[src/inc/was_pkg.sv]
package was_pkg;
  // ==========================================================================
  // wavefront shape and issue timing
  localparam int WAVE_ITEMS      = 64;
  localparam int QUARTERS        = 4;
  localparam int LANES           = WAVE_ITEMS / QUARTERS;
  localparam int ALU_LATENCY_CYC = 8;
  localparam int MEM_LAT_MIN_CYC = 300;
  localparam int MEM_LAT_MAX_CYC = 600;
  // ==========================================================================
  // residency limits
  localparam int MAX_GROUPS        = 8;
  localparam int MAX_WG_ITEMS      = 256;
  localparam int MAX_WG_WAVES      = MAX_WG_ITEMS / WAVE_ITEMS;
  localparam int MAX_WAVES         = MAX_GROUPS * MAX_WG_WAVES;
  localparam int GLOBAL_WAVE_LIMIT = 496;
  localparam int CHIP_UNITS        = 20;
  // ==========================================================================
  // register pool and local share memory
  localparam int POOL_REGS    = 16384;
  localparam int REG_ELEMS    = 4;
  localparam int REG_ELEM_W   = 32;
  localparam int REG_RESERVED = 512;
  localparam int ROW_CAP      = (POOL_REGS - REG_RESERVED) / WAVE_ITEMS;
  localparam int CLAUSE_TEMPS = 4;
  localparam int LOCAL_BYTES  = 32768;
  // ==========================================================================
  // field widths
  localparam int SLOT_W  = 5;
  localparam int GRP_W   = 3;
  localparam int TIMER_W = 3;
  localparam int WAVES_W = 3;
  localparam int ROWS_W  = 8;
  localparam int LOC_W   = 16;
  localparam int CHIP_W  = 10;
  localparam int CNT_W   = 6;
  localparam int GCNT_W  = 4;
  localparam logic [TIMER_W-1:0] TIMER_LOAD   = TIMER_W'(ALU_LATENCY_CYC - 1);
  localparam logic [1:0]         LAST_QUARTER = 2'(QUARTERS - 1);
  // ==========================================================================
  // instruction kinds reported for a starting burst
  typedef enum logic [1:0] {KIND_ALU, KIND_MEM_READ, KIND_END} was_kind_type;
endpackage : was_pkg

[src/inc/was_adm_if.sv]
`timescale 1ns/1ns
interface was_adm_if;
  import was_pkg::*;
  logic [GCNT_W-1:0] groupCount;
  logic [CNT_W-1:0]  ownWaves;
  logic [ROWS_W:0]   usedRows;
  logic [LOC_W-1:0]  usedLoc;
  logic [WAVES_W-1:0] reqWaves;
  logic [ROWS_W-1:0] reqRegs;
  logic [LOC_W-1:0]  reqLoc;
  logic [CHIP_W-1:0] otherWaves;
  logic              fits;
  logic [ROWS_W-1:0] rowsPerWave;
  modport ctrl (output groupCount, ownWaves, usedRows, usedLoc, reqWaves,
                output reqRegs, reqLoc, otherWaves, input fits, rowsPerWave);
  modport check (input groupCount, ownWaves, usedRows, usedLoc, reqWaves,
                 input reqRegs, reqLoc, otherWaves, output fits, rowsPerWave);
endinterface : was_adm_if

[src/verilog/was_admission.sv]
`timescale 1ns/1ns
module was_admission #(
  parameter int GLOBAL_LIMIT = was_pkg::GLOBAL_WAVE_LIMIT
) (
  // limit check
  was_adm_if.check adm
);
  import was_pkg::*;

  logic [ROWS_W-1:0] rows;
  logic [11:0]       needRows;
  logic [10:0]       chipWaves;
  logic [16:0]       locTotal;
  logic              groupsOk;
  logic              wavesOk;

  // ==========================================================================
  // per-limit checks
  always_comb begin
    rows = (adm.reqRegs == 8'h00) ? 8'h01 : adm.reqRegs;
    needRows = 12'(adm.usedRows) + 12'(rows) * 12'(adm.reqWaves);
    chipWaves = 11'(adm.otherWaves) + 11'(adm.ownWaves) + 11'(adm.reqWaves);
    locTotal = 17'(adm.usedLoc) + 17'(adm.reqLoc);
    groupsOk = adm.groupCount < GCNT_W'(MAX_GROUPS);
    wavesOk = (adm.reqWaves != 3'h0) && (adm.reqWaves <= 3'(MAX_WG_WAVES));
  end

  // ==========================================================================
  // all limits must hold after admission
  assign adm.fits = groupsOk && wavesOk
                 && (chipWaves <= 11'(GLOBAL_LIMIT))
                 && (needRows <= 12'(ROW_CAP))
                 && (locTotal <= 17'(LOCAL_BYTES));
  assign adm.rowsPerWave = rows;
endmodule : was_admission

[src/verilog/was_scheduler.sv]
`timescale 1ns/1ns
// How it works
// - a wavefront is 64 items over four cycles
// - sixteen lanes issue each cycle, one quarter
// - dependent issue waits eight cycles after issue
// - switch to another ready wavefront after four cycles
// - memory read parks wavefront until its response
// - keep issuing other ready wavefronts meanwhile
// - at most eight resident work-groups
// - work-group up to four wavefronts, 32 resident
// - chip-wide active wavefront ceiling refuses admission
// - pool of 16384 four-element 32-bit registers
// - registers allocated per wavefront, returned at end
// - admission stops when pool cannot fit wavefronts
// - thirty registers per item allows eight wavefronts
// - four clause temporaries outside pool accounting
// - 32k local share memory bounds admission
module was_scheduler #(
  parameter int GLOBAL_LIMIT = was_pkg::GLOBAL_WAVE_LIMIT,
  parameter int WG_ID_W      = 8
) (
  // clock and reset
  input  wire logic                             clk,
  input  wire logic                             reset_n,
  // work-group admission
  input  wire logic                             wgValid,
  output wire logic                             wgReady,
  input  wire logic [was_pkg::WAVES_W-1:0]      wgWaves,
  input  wire logic [was_pkg::ROWS_W-1:0]       wgRegs,
  input  wire logic [was_pkg::LOC_W-1:0]        wgLocalBytes,
  input  wire logic [WG_ID_W-1:0]               wgId,
  input  wire logic [was_pkg::CHIP_W-1:0]       otherWaves,
  // work-group completion
  output logic                                  wgDoneValid,
  output logic      [WG_ID_W-1:0]               wgDoneId,
  // issue
  output logic                                  issueValid,
  output logic                                  issueStart,
  output logic      [was_pkg::SLOT_W-1:0]       issueSlot,
  output logic      [1:0]                       issueQuarter,
  output wire logic [5:0]                       issueLaneBase,
  output wire logic [was_pkg::LANES-1:0]        issueLaneMask,
  output logic      [was_pkg::ROWS_W-1:0]       issueRegRows,
  output logic      [was_pkg::SLOT_W+1:0]       issueTempBase,
  input  wire was_pkg::was_kind_type            instKind,
  // global memory path
  output logic                                  memReqValid,
  output logic      [was_pkg::SLOT_W-1:0]       memReqSlot,
  input  wire logic                             memRespValid,
  input  wire logic [was_pkg::SLOT_W-1:0]       memRespSlot,
  // occupancy
  output wire logic [was_pkg::CNT_W-1:0]        activeWaves,
  output wire logic [was_pkg::GCNT_W-1:0]       residentGroups
);
  import was_pkg::*;

  typedef enum logic {ST_IDLE, ST_BURST} was_state_type;

  // ==========================================================================
  // helpers
  function automatic logic [SLOT_W:0] pickNext(
    input logic [MAX_WAVES-1:0] elig,
    input logic [SLOT_W-1:0]    from);
    logic [SLOT_W:0]   res;
    logic [SLOT_W-1:0] idx;
    res = '0;
    for (int k = MAX_WAVES; k >= 1; k--) begin
      idx = from + SLOT_W'(k);
      if (elig[idx]) begin
        res = {1'b1, idx};
      end
    end
    return res;
  endfunction : pickNext

  function automatic logic [GRP_W-1:0] firstFree(input logic [MAX_GROUPS-1:0] used);
    logic [GRP_W-1:0] res;
    res = '0;
    for (int k = MAX_GROUPS - 1; k >= 0; k--) begin
      if (!used[k]) begin
        res = GRP_W'(k);
      end
    end
    return res;
  endfunction : firstFree

  // ==========================================================================
  // tables and counters
  logic [MAX_GROUPS-1:0] grpValid;
  logic [WAVES_W-1:0]    grpLeft  [MAX_GROUPS];
  logic [LOC_W-1:0]      grpLoc   [MAX_GROUPS];
  logic [ROWS_W-1:0]     grpRows  [MAX_GROUPS];
  logic [WG_ID_W-1:0]    grpId    [MAX_GROUPS];
  logic [MAX_WAVES-1:0]  waveValid;
  logic [MAX_WAVES-1:0]  waveParked;
  logic [TIMER_W-1:0]    waveTimer[MAX_WAVES];
  logic [GRP_W-1:0]      waveGroup[MAX_WAVES];
  logic [GCNT_W-1:0]     groupCount;
  logic [CNT_W-1:0]      waveCount;
  logic [ROWS_W:0]       usedRows;
  logic [LOC_W-1:0]      usedLoc;
  logic [GCNT_W-1:0]     next_groupCount;
  logic [CNT_W-1:0]      next_waveCount;
  logic [ROWS_W:0]       next_usedRows;
  logic [LOC_W-1:0]      next_usedLoc;

  // issue state
  was_state_type         state;
  was_kind_type          curKind;
  logic [SLOT_W-1:0]     curSlot;

  // combinational decisions
  logic                  admit;
  logic [GRP_W-1:0]      newGroup;
  logic [MAX_WAVES-1:0]  newWave;
  logic [WAVES_W-1:0]    taken;
  logic [MAX_WAVES-1:0]  elig;
  logic [SLOT_W:0]       pick;
  logic                  advance;
  logic                  lastQuarter;
  logic                  waveEnd;
  logic                  memPark;
  logic [GRP_W-1:0]      endGroup;
  logic                  groupDone;

  // ==========================================================================
  // admission check
  was_adm_if adm ();

  assign adm.groupCount = groupCount;
  assign adm.ownWaves   = waveCount;
  assign adm.usedRows   = usedRows;
  assign adm.usedLoc    = usedLoc;
  assign adm.reqWaves   = wgWaves;
  assign adm.reqRegs    = wgRegs;
  assign adm.reqLoc     = wgLocalBytes;
  assign adm.otherWaves = otherWaves;

  was_admission #(
    .GLOBAL_LIMIT (GLOBAL_LIMIT)
  ) u_admission (
    .adm (adm)
  );

  assign wgReady = adm.fits;
  assign admit   = wgValid && adm.fits;

  // ==========================================================================
  // slot allocation for an admitted group
  always_comb begin
    newGroup = firstFree(grpValid);
    newWave  = '0;
    taken    = '0;
    for (int i = 0; i < MAX_WAVES; i++) begin
      if (admit && !waveValid[i] && (taken < wgWaves)) begin
        newWave[i] = 1'b1;
        taken      = taken + 3'h1;
      end
    end
  end

  // ==========================================================================
  // issue selection and burst events
  assign lastQuarter = (state == ST_BURST) && (issueQuarter == LAST_QUARTER);
  assign advance     = (state == ST_IDLE) || lastQuarter;
  assign waveEnd     = lastQuarter && (curKind == KIND_END);
  assign memPark     = lastQuarter && (curKind == KIND_MEM_READ);
  assign endGroup    = waveGroup[curSlot];
  assign groupDone   = waveEnd && (grpLeft[endGroup] == 3'h1);

  always_comb begin
    for (int i = 0; i < MAX_WAVES; i++) begin
      elig[i] = waveValid[i] && !waveParked[i]
             && (waveTimer[i] <= TIMER_W'(1));
    end
    pick = pickNext(elig, curSlot);
  end

  // ==========================================================================
  // occupancy accounting
  always_comb begin
    next_groupCount = groupCount + GCNT_W'(admit) - GCNT_W'(groupDone);
    next_waveCount  = waveCount + (admit ? CNT_W'(wgWaves) : 6'h00)
                    - CNT_W'(waveEnd);
    next_usedRows   = usedRows
                    + (admit ? 9'(adm.rowsPerWave * 9'(wgWaves)) : 9'h000)
                    - (waveEnd ? 9'(grpRows[endGroup]) : 9'h000);
    next_usedLoc    = usedLoc + (admit ? wgLocalBytes : 16'h0000)
                    - (groupDone ? grpLoc[endGroup] : 16'h0000);
  end

  always_ff @(posedge clk) begin
    if (!reset_n) begin
      groupCount <= '0;
      waveCount  <= '0;
      usedRows   <= '0;
      usedLoc    <= '0;
    end else begin
      groupCount <= next_groupCount;
      waveCount  <= next_waveCount;
      usedRows   <= next_usedRows;
      usedLoc    <= next_usedLoc;
    end
  end

  assign activeWaves    = waveCount;
  assign residentGroups = groupCount;

  // ==========================================================================
  // work-group table
  always_ff @(posedge clk) begin
    if (!reset_n) begin
      grpValid <= '0;
      for (int g = 0; g < MAX_GROUPS; g++) begin
        grpLeft[g] <= '0;
        grpLoc[g]  <= '0;
        grpRows[g] <= '0;
        grpId[g]   <= '0;
      end
    end else begin
      if (waveEnd) begin
        grpLeft[endGroup] <= grpLeft[endGroup] - 3'h1;
      end
      if (groupDone) begin
        grpValid[endGroup] <= 1'b0;
      end
      if (admit) begin
        grpValid[newGroup] <= 1'b1;
        grpLeft[newGroup]  <= wgWaves;
        grpLoc[newGroup]   <= wgLocalBytes;
        grpRows[newGroup]  <= adm.rowsPerWave;
        grpId[newGroup]    <= wgId;
      end
    end
  end

  always_ff @(posedge clk) begin
    if (!reset_n) begin
      wgDoneValid <= 1'b0;
      wgDoneId    <= '0;
    end else begin
      wgDoneValid <= groupDone;
      if (groupDone) begin
        wgDoneId <= grpId[endGroup];
      end
    end
  end

  // ==========================================================================
  // wavefront table
  always_ff @(posedge clk) begin
    if (!reset_n) begin
      waveValid  <= '0;
      waveParked <= '0;
      for (int i = 0; i < MAX_WAVES; i++) begin
        waveTimer[i] <= '0;
        waveGroup[i] <= '0;
      end
    end else begin
      if (memRespValid) begin
        waveParked[memRespSlot] <= 1'b0;
      end
      if (memPark) begin
        waveParked[curSlot] <= 1'b1;
      end
      if (waveEnd) begin
        waveValid[curSlot] <= 1'b0;
      end
      for (int i = 0; i < MAX_WAVES; i++) begin
        if (newWave[i]) begin
          waveValid[i]  <= 1'b1;
          waveParked[i] <= 1'b0;
          waveGroup[i]  <= newGroup;
        end
        // a reused slot keeps the gap after its last start
        if (issueStart && (curSlot == SLOT_W'(i))) begin
          waveTimer[i] <= TIMER_LOAD;
        end else if (waveTimer[i] != '0) begin
          waveTimer[i] <= waveTimer[i] - 3'h1;
        end
      end
    end
  end

  // ==========================================================================
  // issue sequencer
  always_ff @(posedge clk) begin
    if (!reset_n) begin
      state        <= ST_IDLE;
      curSlot      <= '0;
      issueQuarter <= '0;
      issueStart   <= 1'b0;
    end else if (advance) begin
      issueQuarter <= '0;
      if (pick[SLOT_W]) begin
        state      <= ST_BURST;
        curSlot    <= pick[SLOT_W-1:0];
        issueStart <= 1'b1;
      end else begin
        state      <= ST_IDLE;
        issueStart <= 1'b0;
      end
    end else begin
      issueQuarter <= issueQuarter + 2'h1;
      issueStart   <= 1'b0;
    end
  end

  always_ff @(posedge clk) begin
    if (!reset_n) begin
      curKind <= KIND_ALU;
    end else if (issueStart) begin
      curKind <= instKind;
    end
  end

  always_ff @(posedge clk) begin
    if (!reset_n) begin
      issueRegRows  <= '0;
      issueTempBase <= '0;
    end else if (advance && pick[SLOT_W]) begin
      issueRegRows  <= grpRows[waveGroup[pick[SLOT_W-1:0]]];
      issueTempBase <= {pick[SLOT_W-1:0], 2'h0};
    end
  end

  always_ff @(posedge clk) begin
    if (!reset_n) begin
      memReqValid <= 1'b0;
      memReqSlot  <= '0;
    end else begin
      memReqValid <= memPark;
      if (memPark) begin
        memReqSlot <= curSlot;
      end
    end
  end

  assign issueValid    = (state == ST_BURST);
  assign issueSlot     = curSlot;
  assign issueLaneBase = {issueQuarter, 4'h0};
  assign issueLaneMask = {LANES{issueValid}};
endmodule : was_scheduler

[config.mk]
export PLATFORM = sky130hd
export DESIGN_NAME = was_scheduler
export DESIGN_NICKNAME = d
export VERILOG_FILES = /design/src/inc/was_pkg.sv /design/src/inc/was_adm_if.sv /design/src/verilog/was_admission.sv /design/src/verilog/was_scheduler.sv
export SDC_FILE = /design/constraint.sdc
export NUM_CORES = 2
export LEC_CHECK = 0
export ABC_AREA = 1
export BUFFER_PORTS_ARGS = -buffer_cell sky130_fd_sc_hd__buf_2
export CAP_MARGIN = 10
export CELL_PAD_IN_SITES_DETAIL_PLACEMENT = 0
export CELL_PAD_IN_SITES_GLOBAL_PLACEMENT = 1
export CORE_AREA = 2 2 318 446
export DETAILED_ROUTE_END_ITERATION = 12
export DIE_AREA = 0 0 320 448
export HOLD_SLACK_MARGIN = 0.03
export MAX_ROUTING_LAYER = met4
export PLACE_DENSITY_LB_ADDON = 0.05
export RECOVER_POWER = 25
export SETUP_SLACK_MARGIN = 0.15
export SLEW_MARGIN = 0
export SYNTH_ARGS = -nofsm -noshare
export SYNTH_HDL_FRONTEND = slang
export SYNTH_SLANG_ARGS = --single-unit
[constraint.sdc]
create_clock -name clk -period 69 [get_ports clk]
set_clock_uncertainty 0.1 [all_clocks]
set_input_delay 10.35 -clock clk [delete_from_list [all_inputs] [get_ports clk]]
set_output_delay 10.35 -clock clk [all_outputs]
set_load 0.1 [all_outputs]
## Word level (Yosys, flattened, before mapping)

Memory sizes are Yosys's and may differ from the RTL's. A register that Yosys moved wholly into a read port is not among the register bits.
Cells that the tools add are included.

- Reductions and logical operators: 349
- Add/subtract/negate cells: 107
- Divide/modulo/power cells: 0
- Magnitude comparators: 108
- Multipliers: 2
- Bitwise gates (word level): 106
- Equality and inequality tests: 35
- Muxes and demuxes: 661
- Shifts and indexed selects: 0

Operators with widths:

| cell | number |
|---|---|
| 1-bit 2-to-1 mux | 434 |
| 3-bit 2-to-1 mux | 142 |
| 5-bit by 6-bit less-than comparator with 1-bit output, second input constant | 33 |
| 6-bit 2-to-1 mux | 32 |
| 1-bit logical AND | 175 |
| 1-bit binary-select mux with 5-bit select | 32 |
| 32-bit 2-to-1 mux | 4 |
| 3-bit nonzero test | 33 |
| 3-bit by 1-bit subtractor with 3-bit output, second input constant | 33 |
| 3-bit by 1-bit less-or-equal comparator with 1-bit output, second input constant | 32 |
| 1-bit OR | 96 |
| 3-bit less-than comparator | 31 |
| 3-bit by 1-bit adder with 3-bit output, second input constant | 30 |
| 5-bit adder, second input constant | 16 |
| 5-bit == test, second input constant | 16 |
| 1-bit zero test | 66 |
| 2-bit OR reduction | 33 |
| 32-bit AND | 2 |
| 32-bit inverter | 2 |
| 2-bit nonzero test | 32 |
| 8-bit 2-to-1 mux | 7 |
| 16-bit 2-to-1 mux | 3 |
| 5-bit by 4-bit adder with 5-bit output, second input constant | 8 |
| 5-bit by 4-bit == test with 1-bit output, second input constant | 8 |
| other kinds (49) | 68 |

- Memory bits (read-only): 0
- Memories kept: 6
- Bits in registers: 130
- Latch bits: 0
- Word-level logic and storage cells: 1452
- Bits in writable memories: 472

Memory list:

| name | depth | width | read ports | clocked after Yosys merged registers in | wr ports | RTL line | text |
|---|---|---|---|---|---|---|---|
| grpLoc | 8 | 16 | 1 | 0 | 8 | was_scheduler.sv:91 | `logic [LOC_W-1:0] grpLoc [MAX_GROUPS];` |
| waveGroup | 32 | 3 | 2 | 1 | 32 | was_scheduler.sv:97 | `logic [GRP_W-1:0] waveGroup[MAX_WAVES];` |
| waveTimer | 32 | 3 | 32 | 0 | 32 | was_scheduler.sv:96 | `logic [TIMER_W-1:0] waveTimer[MAX_WAVES];` |
| grpId | 8 | 8 | 1 | 1 | 8 | was_scheduler.sv:93 | `logic [WG_ID_W-1:0] grpId [MAX_GROUPS];` |
| grpRows | 8 | 8 | 2 | 1 | 8 | was_scheduler.sv:92 | `logic [ROWS_W-1:0] grpRows [MAX_GROUPS];` |
| grpLeft | 8 | 3 | 1 | 0 | 8 | was_scheduler.sv:90 | `logic [WAVES_W-1:0] grpLeft [MAX_GROUPS];` |

## Logic depth before layout (Yosys ltp)

- Depth after elaboration: 108
- Gate-level depth with buffers: 259
- Gate-level depth less buffers: 250

## Cells and area by module

A second synthesis with hierarchy kept.

- Cell total of the unflattened synthesis: 5160
- Area total of the unflattened synthesis: 41511.1 um^2

Modules (own cells, without submodules):

| module | cells an instance | area each (um^2) | seq. area each (um^2) | instances |
|---|---|---|---|---|
| was_scheduler | 4726 | 38994.9 | 17096.4 | 1 |
| was_admission | 434 | 2516.2 | 0.0 | 1 |

## Least setup slack after synthesis

OpenSTA, ideal clock, no wires.

- Kind: input -> register
- From: input wgWaves[0] in the netlist's numbering
- To: memory waveGroup[31][0], enable pin
- Setup time: 0.298 ns
- Required time: 68.602 ns
- Setup slack: 17.377 ns
- Arrival: 51.226 ns
- Stages on the path: 213
- Path buffers: 10
- Cells stage by stage: buf_4 buf_6 buf_2 buf_2 buf_2 buf_6 buf_2 nand2_1 fa_1 inv_1 fa_1 ha_1 a21oi_2 nand2_1 or2_1 nand3_1 nor2_1 nand3b_2 [177 not listed] xnor2_1 inv_1 ha_1 a2111oi_0 nand2_2 nor2_2 xor2_2 inv_1 ha_1 nand2_1 nand4_1 inv_1 nand3_1 xor2_1 ha_1 a2111oi_0 nand2_1 nand2_2

RTL lines:

| what | RTL line | text |
|---|---|---|
| start, declared | was_scheduler.sv:28 | `input wire logic [was_pkg::WAVES_W-1:0] wgWaves,` |
| end, declared | was_scheduler.sv:97 |  |

==> results_dict.tcl <==
set metrics [dict create \
    ys_warn_count 0 \
    final_net_count 5641 \
    fmax_mhz 18.1 \
    synth_compound_area_share_pct 14.8 \
    hold-path-cell-count 2 \
    drc 0 \
    dp_slack_ns 12.60 \
    synth-simple-area-share_pct 21.2 \
    hold_viol 0 \
    dr.pass1.iters 6 \
    cts_tree "done" \
    synth_cell_type_count 63 \
    netlist_instances 5183 \
    start_util_pct 30.0 \
    postCtsHoldBufs 0 \
    cap_violations 7 \
    setup_ws_ns 13.83 \
    slew_viol_final 323 \
    synth_top_area_share_pct 34.0 \
    synth.area.mux_share_pct 1.40 \
    grtUsageTotal_pct 24.5 \
    cts_num_sinks 618 \
    power_density_mw_per_mm2 56.4 \
    place_area_mm2 0.0444 \
    synth_adder_area_share_pct 10.9 \
    rsz0062_at_grt "false" \
    min_path_type "flop to flop" \
    wirelength_um 171000 \
    hold_start "waveValid[30]$_SDFFE_PN0P_" \
    clk_pin_slew_worst_paths_ns 0.06 \
    io_pins 128 \
    syn_avg_cell_area_um2 8.04 \
    hpwl_um 126000 \
    r2r_start "adm.usedLoc[0]$_SDFF_PN0_" \
    maxSlewHeadroom_pct -157 \
    synth.area.top_cells "edfxtp_1 34%, ha_1 8.7%, nand2_1 8.1%" \
    drive_gt1_share_pct 8.75 \
    synth_flop_cell "edfxtp_1" \
    p_leak_nw 20.6 \
    crit_top_cell "nand2_1" \
    ant_nets 0 \
    core_mm2 0.139 \
    ir_worst_vdd_uv 118 \
    worstPathRequired_ns 69.25 \
    cts_setup_buffers 0 \
    grt_max_degree 86 \
    min_period_ns 55.17 \
    holdPathEnd "waveValid[30]$_SDFFE_PN0P_" \
    cts_buffers 75 \
    numPortBuffers 121 \
    vias_per_cell 5.05 \
    crit_type "input port to flop" \
    die_area_mm2 0.143 \
    violations "max-capacitance violations, max-slew violations" \
    end_kind "flop" \
    drt_iter0_drc 1944 \
    insertion_delay_ns 0.70 \
    status "finished, violations left" \
    power_w 0.00264 \
    reg2reg_slack_ns 24.83 \
    worst_ep_arrival_time_ns 55.42 \
    syn_area_mm2 0.0417 \
    synth_top_family_by_area "simple AND/OR/NAND/NOR gates" \
    reg2reg_to "waveGroup[31][2]$_DFFE_PP_" \
    gp_congestion 0.917 \
    slowest_stage "a2111oi_0" \
    grt_pass1_vias 36845 \
    start_kind "input port" \
    clock_path_buffers 3 \
    synth_xor_area_share_pct 1.09 \
    antenna_found_initial 3 \
    worst_r2r_path_depth 206 \
    tns_ns 0 \
    wl_per_cell_um 24.1 \
    vias 35939 \
    synth_seq_cells 618 \
    setup_viol 0 \
    die_w_um 320 \
    min_period_over_period_pct 80.0 \
    rows 162 \
    root_buffer "clkbuf_16" \
    post_cts_resized 0 \
    die_h_um 448 \
    synth_seq_area_share_pct 41.0 \
    grt.overflow.total 0 \
    post-route-cell-area_mm2 0.0467 \
    yosysTopAreaCell "edfxtp_1" \
    htree_levels 3 \
    async_flop_share_pct 0 \
    worst_pin_slew_ns 3.85 \
    grt_pass1_wl_um 249000 \
    cp_max_fo 19 \
    syn2layout_area_growth_pct 12.2 \
    max_stage_delay_ns 1.09 \
    synth-edff-count 472 \
]
## metrics by stage
| stage | util (%) | hold WS [ns] | std cells |
|---|---|---|---|
| after CTS | 33.7 | 0.382 | 7115 |
| after floorplan | - | 0.339 | 5188 |
| after global placement | 31.9 | 0.369 | 6975 |
| final | 33.6 | 0.378 | 7119 |
| after detailed placement | 31.9 | 0.373 | 6975 |
| after global routing | 33.6 | 0.408 | 7119 |
## routing by layer
layer | vias to the layer above | track usage (%) | wire, um
li1 | 17544 | - | -
met5 | - | - | 0
met3 | 301 | 2.35 | 4810
met2 | 686 | 47.3 | 94400
met1 | 17408 | 24.4 | 63100
met4 | 0 | 12.0 | 9100
## cells in the final DEF (no fill, tap or decap), types with 60 or more instances in the layout
master | Yosys | final
nor3_1 | 67 | 60
dfxtp_1 | 146 | 145
buf_4 | 30 | 83
o21ai_0 | 371 | 370
a21oi_1 | 293 | 293
o22ai_1 | 89 | 87
nand3_1 | 165 | 161
edfxtp_1 | 472 | 472
nand2_1 | 901 | 893
buf_2 | 6 | 76
clkbuf_16 | 0 | 75
o211ai_1 | 90 | 90
inv_1 | 778 | 773
nor2_1 | 661 | 660
clkbuf_1 | 159 | 76
ha_1 | 291 | 291
nand2_2 | 64 | 72
## power breakdown
| group | switching, W | internal (W) | total (W) |
|---|---|---|---|
| clock | 0.000176 | 0.000229 | 0.000405 |
| sequential | 0.0000269 | 0.000443 | 0.000470 |
| combinational | 0.00125 | 0.000513 | 0.00176 |
## kinds of logic (layout without fill, tap and decap cells)
family                     after synthesis  count (layout)
and+or+nand+nor                       2048            2048
AOI/OAI and AO/OA                     1036            1036
DFF                                    618             618
adders and majority gates              336             336
xor gates and xnor gates                51              51
muxes                                   57              57
buffers and inverters                 1036            1160
other                                    1               9
## Yosys cell counts (all sizes together) (11+ instances only)
cell type and n:
nor3 67, o2111ai 23, nand3b 11, nor4 55, edfxtp 472, clkinv 23, nand4 27, o211ai 90
o22ai 89, a21oi 294, nand2 983, nor2 663, inv 785, clkbuf 159, nand3 186, buf 69
a2111oi 19, fa 45, mux2i 48, o21ai 376, or2 44, o221ai 36, ha 291, dfxtp 146
a22oi 34, xor2 44, a221oi 13
## flip-flops by register name, summed over array words and instances, names as in the netlist, 8 cells and up, named ones only
signal / count
waveTimer: 96
grpLeft: 24
waveValid: 32
grpValid: 8
adm.usedRows: 9
grpLoc: 128
grpRows: 64
adm.usedLoc: 16
waveGroup: 96
issueRegRows: 8
grpId: 64
waveParked: 32
wgDoneId: 8
## worst max-delay path: cells and delay by family
family	cells	cell delay (ns)
adder cells (fa/ha/maj)	33	9.97
XOR/XNOR	19	4.32
multiplexers	7	2.53
AND/OR/NAND/NOR	94	11.39
buffers and inverters	36	4.03
AO/OA/AOI/OAI	20	12.80
## layout make-up
type                       count  area [um^2]
multi-input combinational   3534        20700
tap                         1804         2260
clock buffer                 108         2100
sequential                   618        17100
inverter                     808         3030
fill                       14879        92300
antenna                        3         7.51
timing repair buffer         212         1200
clock inverter                32          334
## worst max path at each step
stage	startpoint	endpoint	slack, ns
final	wgRegs[7]	waveGroup[31][2]$_DFFE_PP_	13.83
after global routing	wgRegs[2]	waveGroup[31][1]$_DFFE_PP_	9.33
after CTS	wgRegs[2]	waveGroup[31][1]$_DFFE_PP_	13.20
after detailed placement	wgRegs[2]	waveGroup[31][1]$_DFFE_PP_	12.60
after global placement	wgRegs[7]	waveGroup[31][1]$_DFFE_PP_	13.49
after floorplan	wgWaves[0]	waveGroup[31][0]$_DFFE_PP_	17.38
Note: power is estimated with default switching activity, not from simulation.
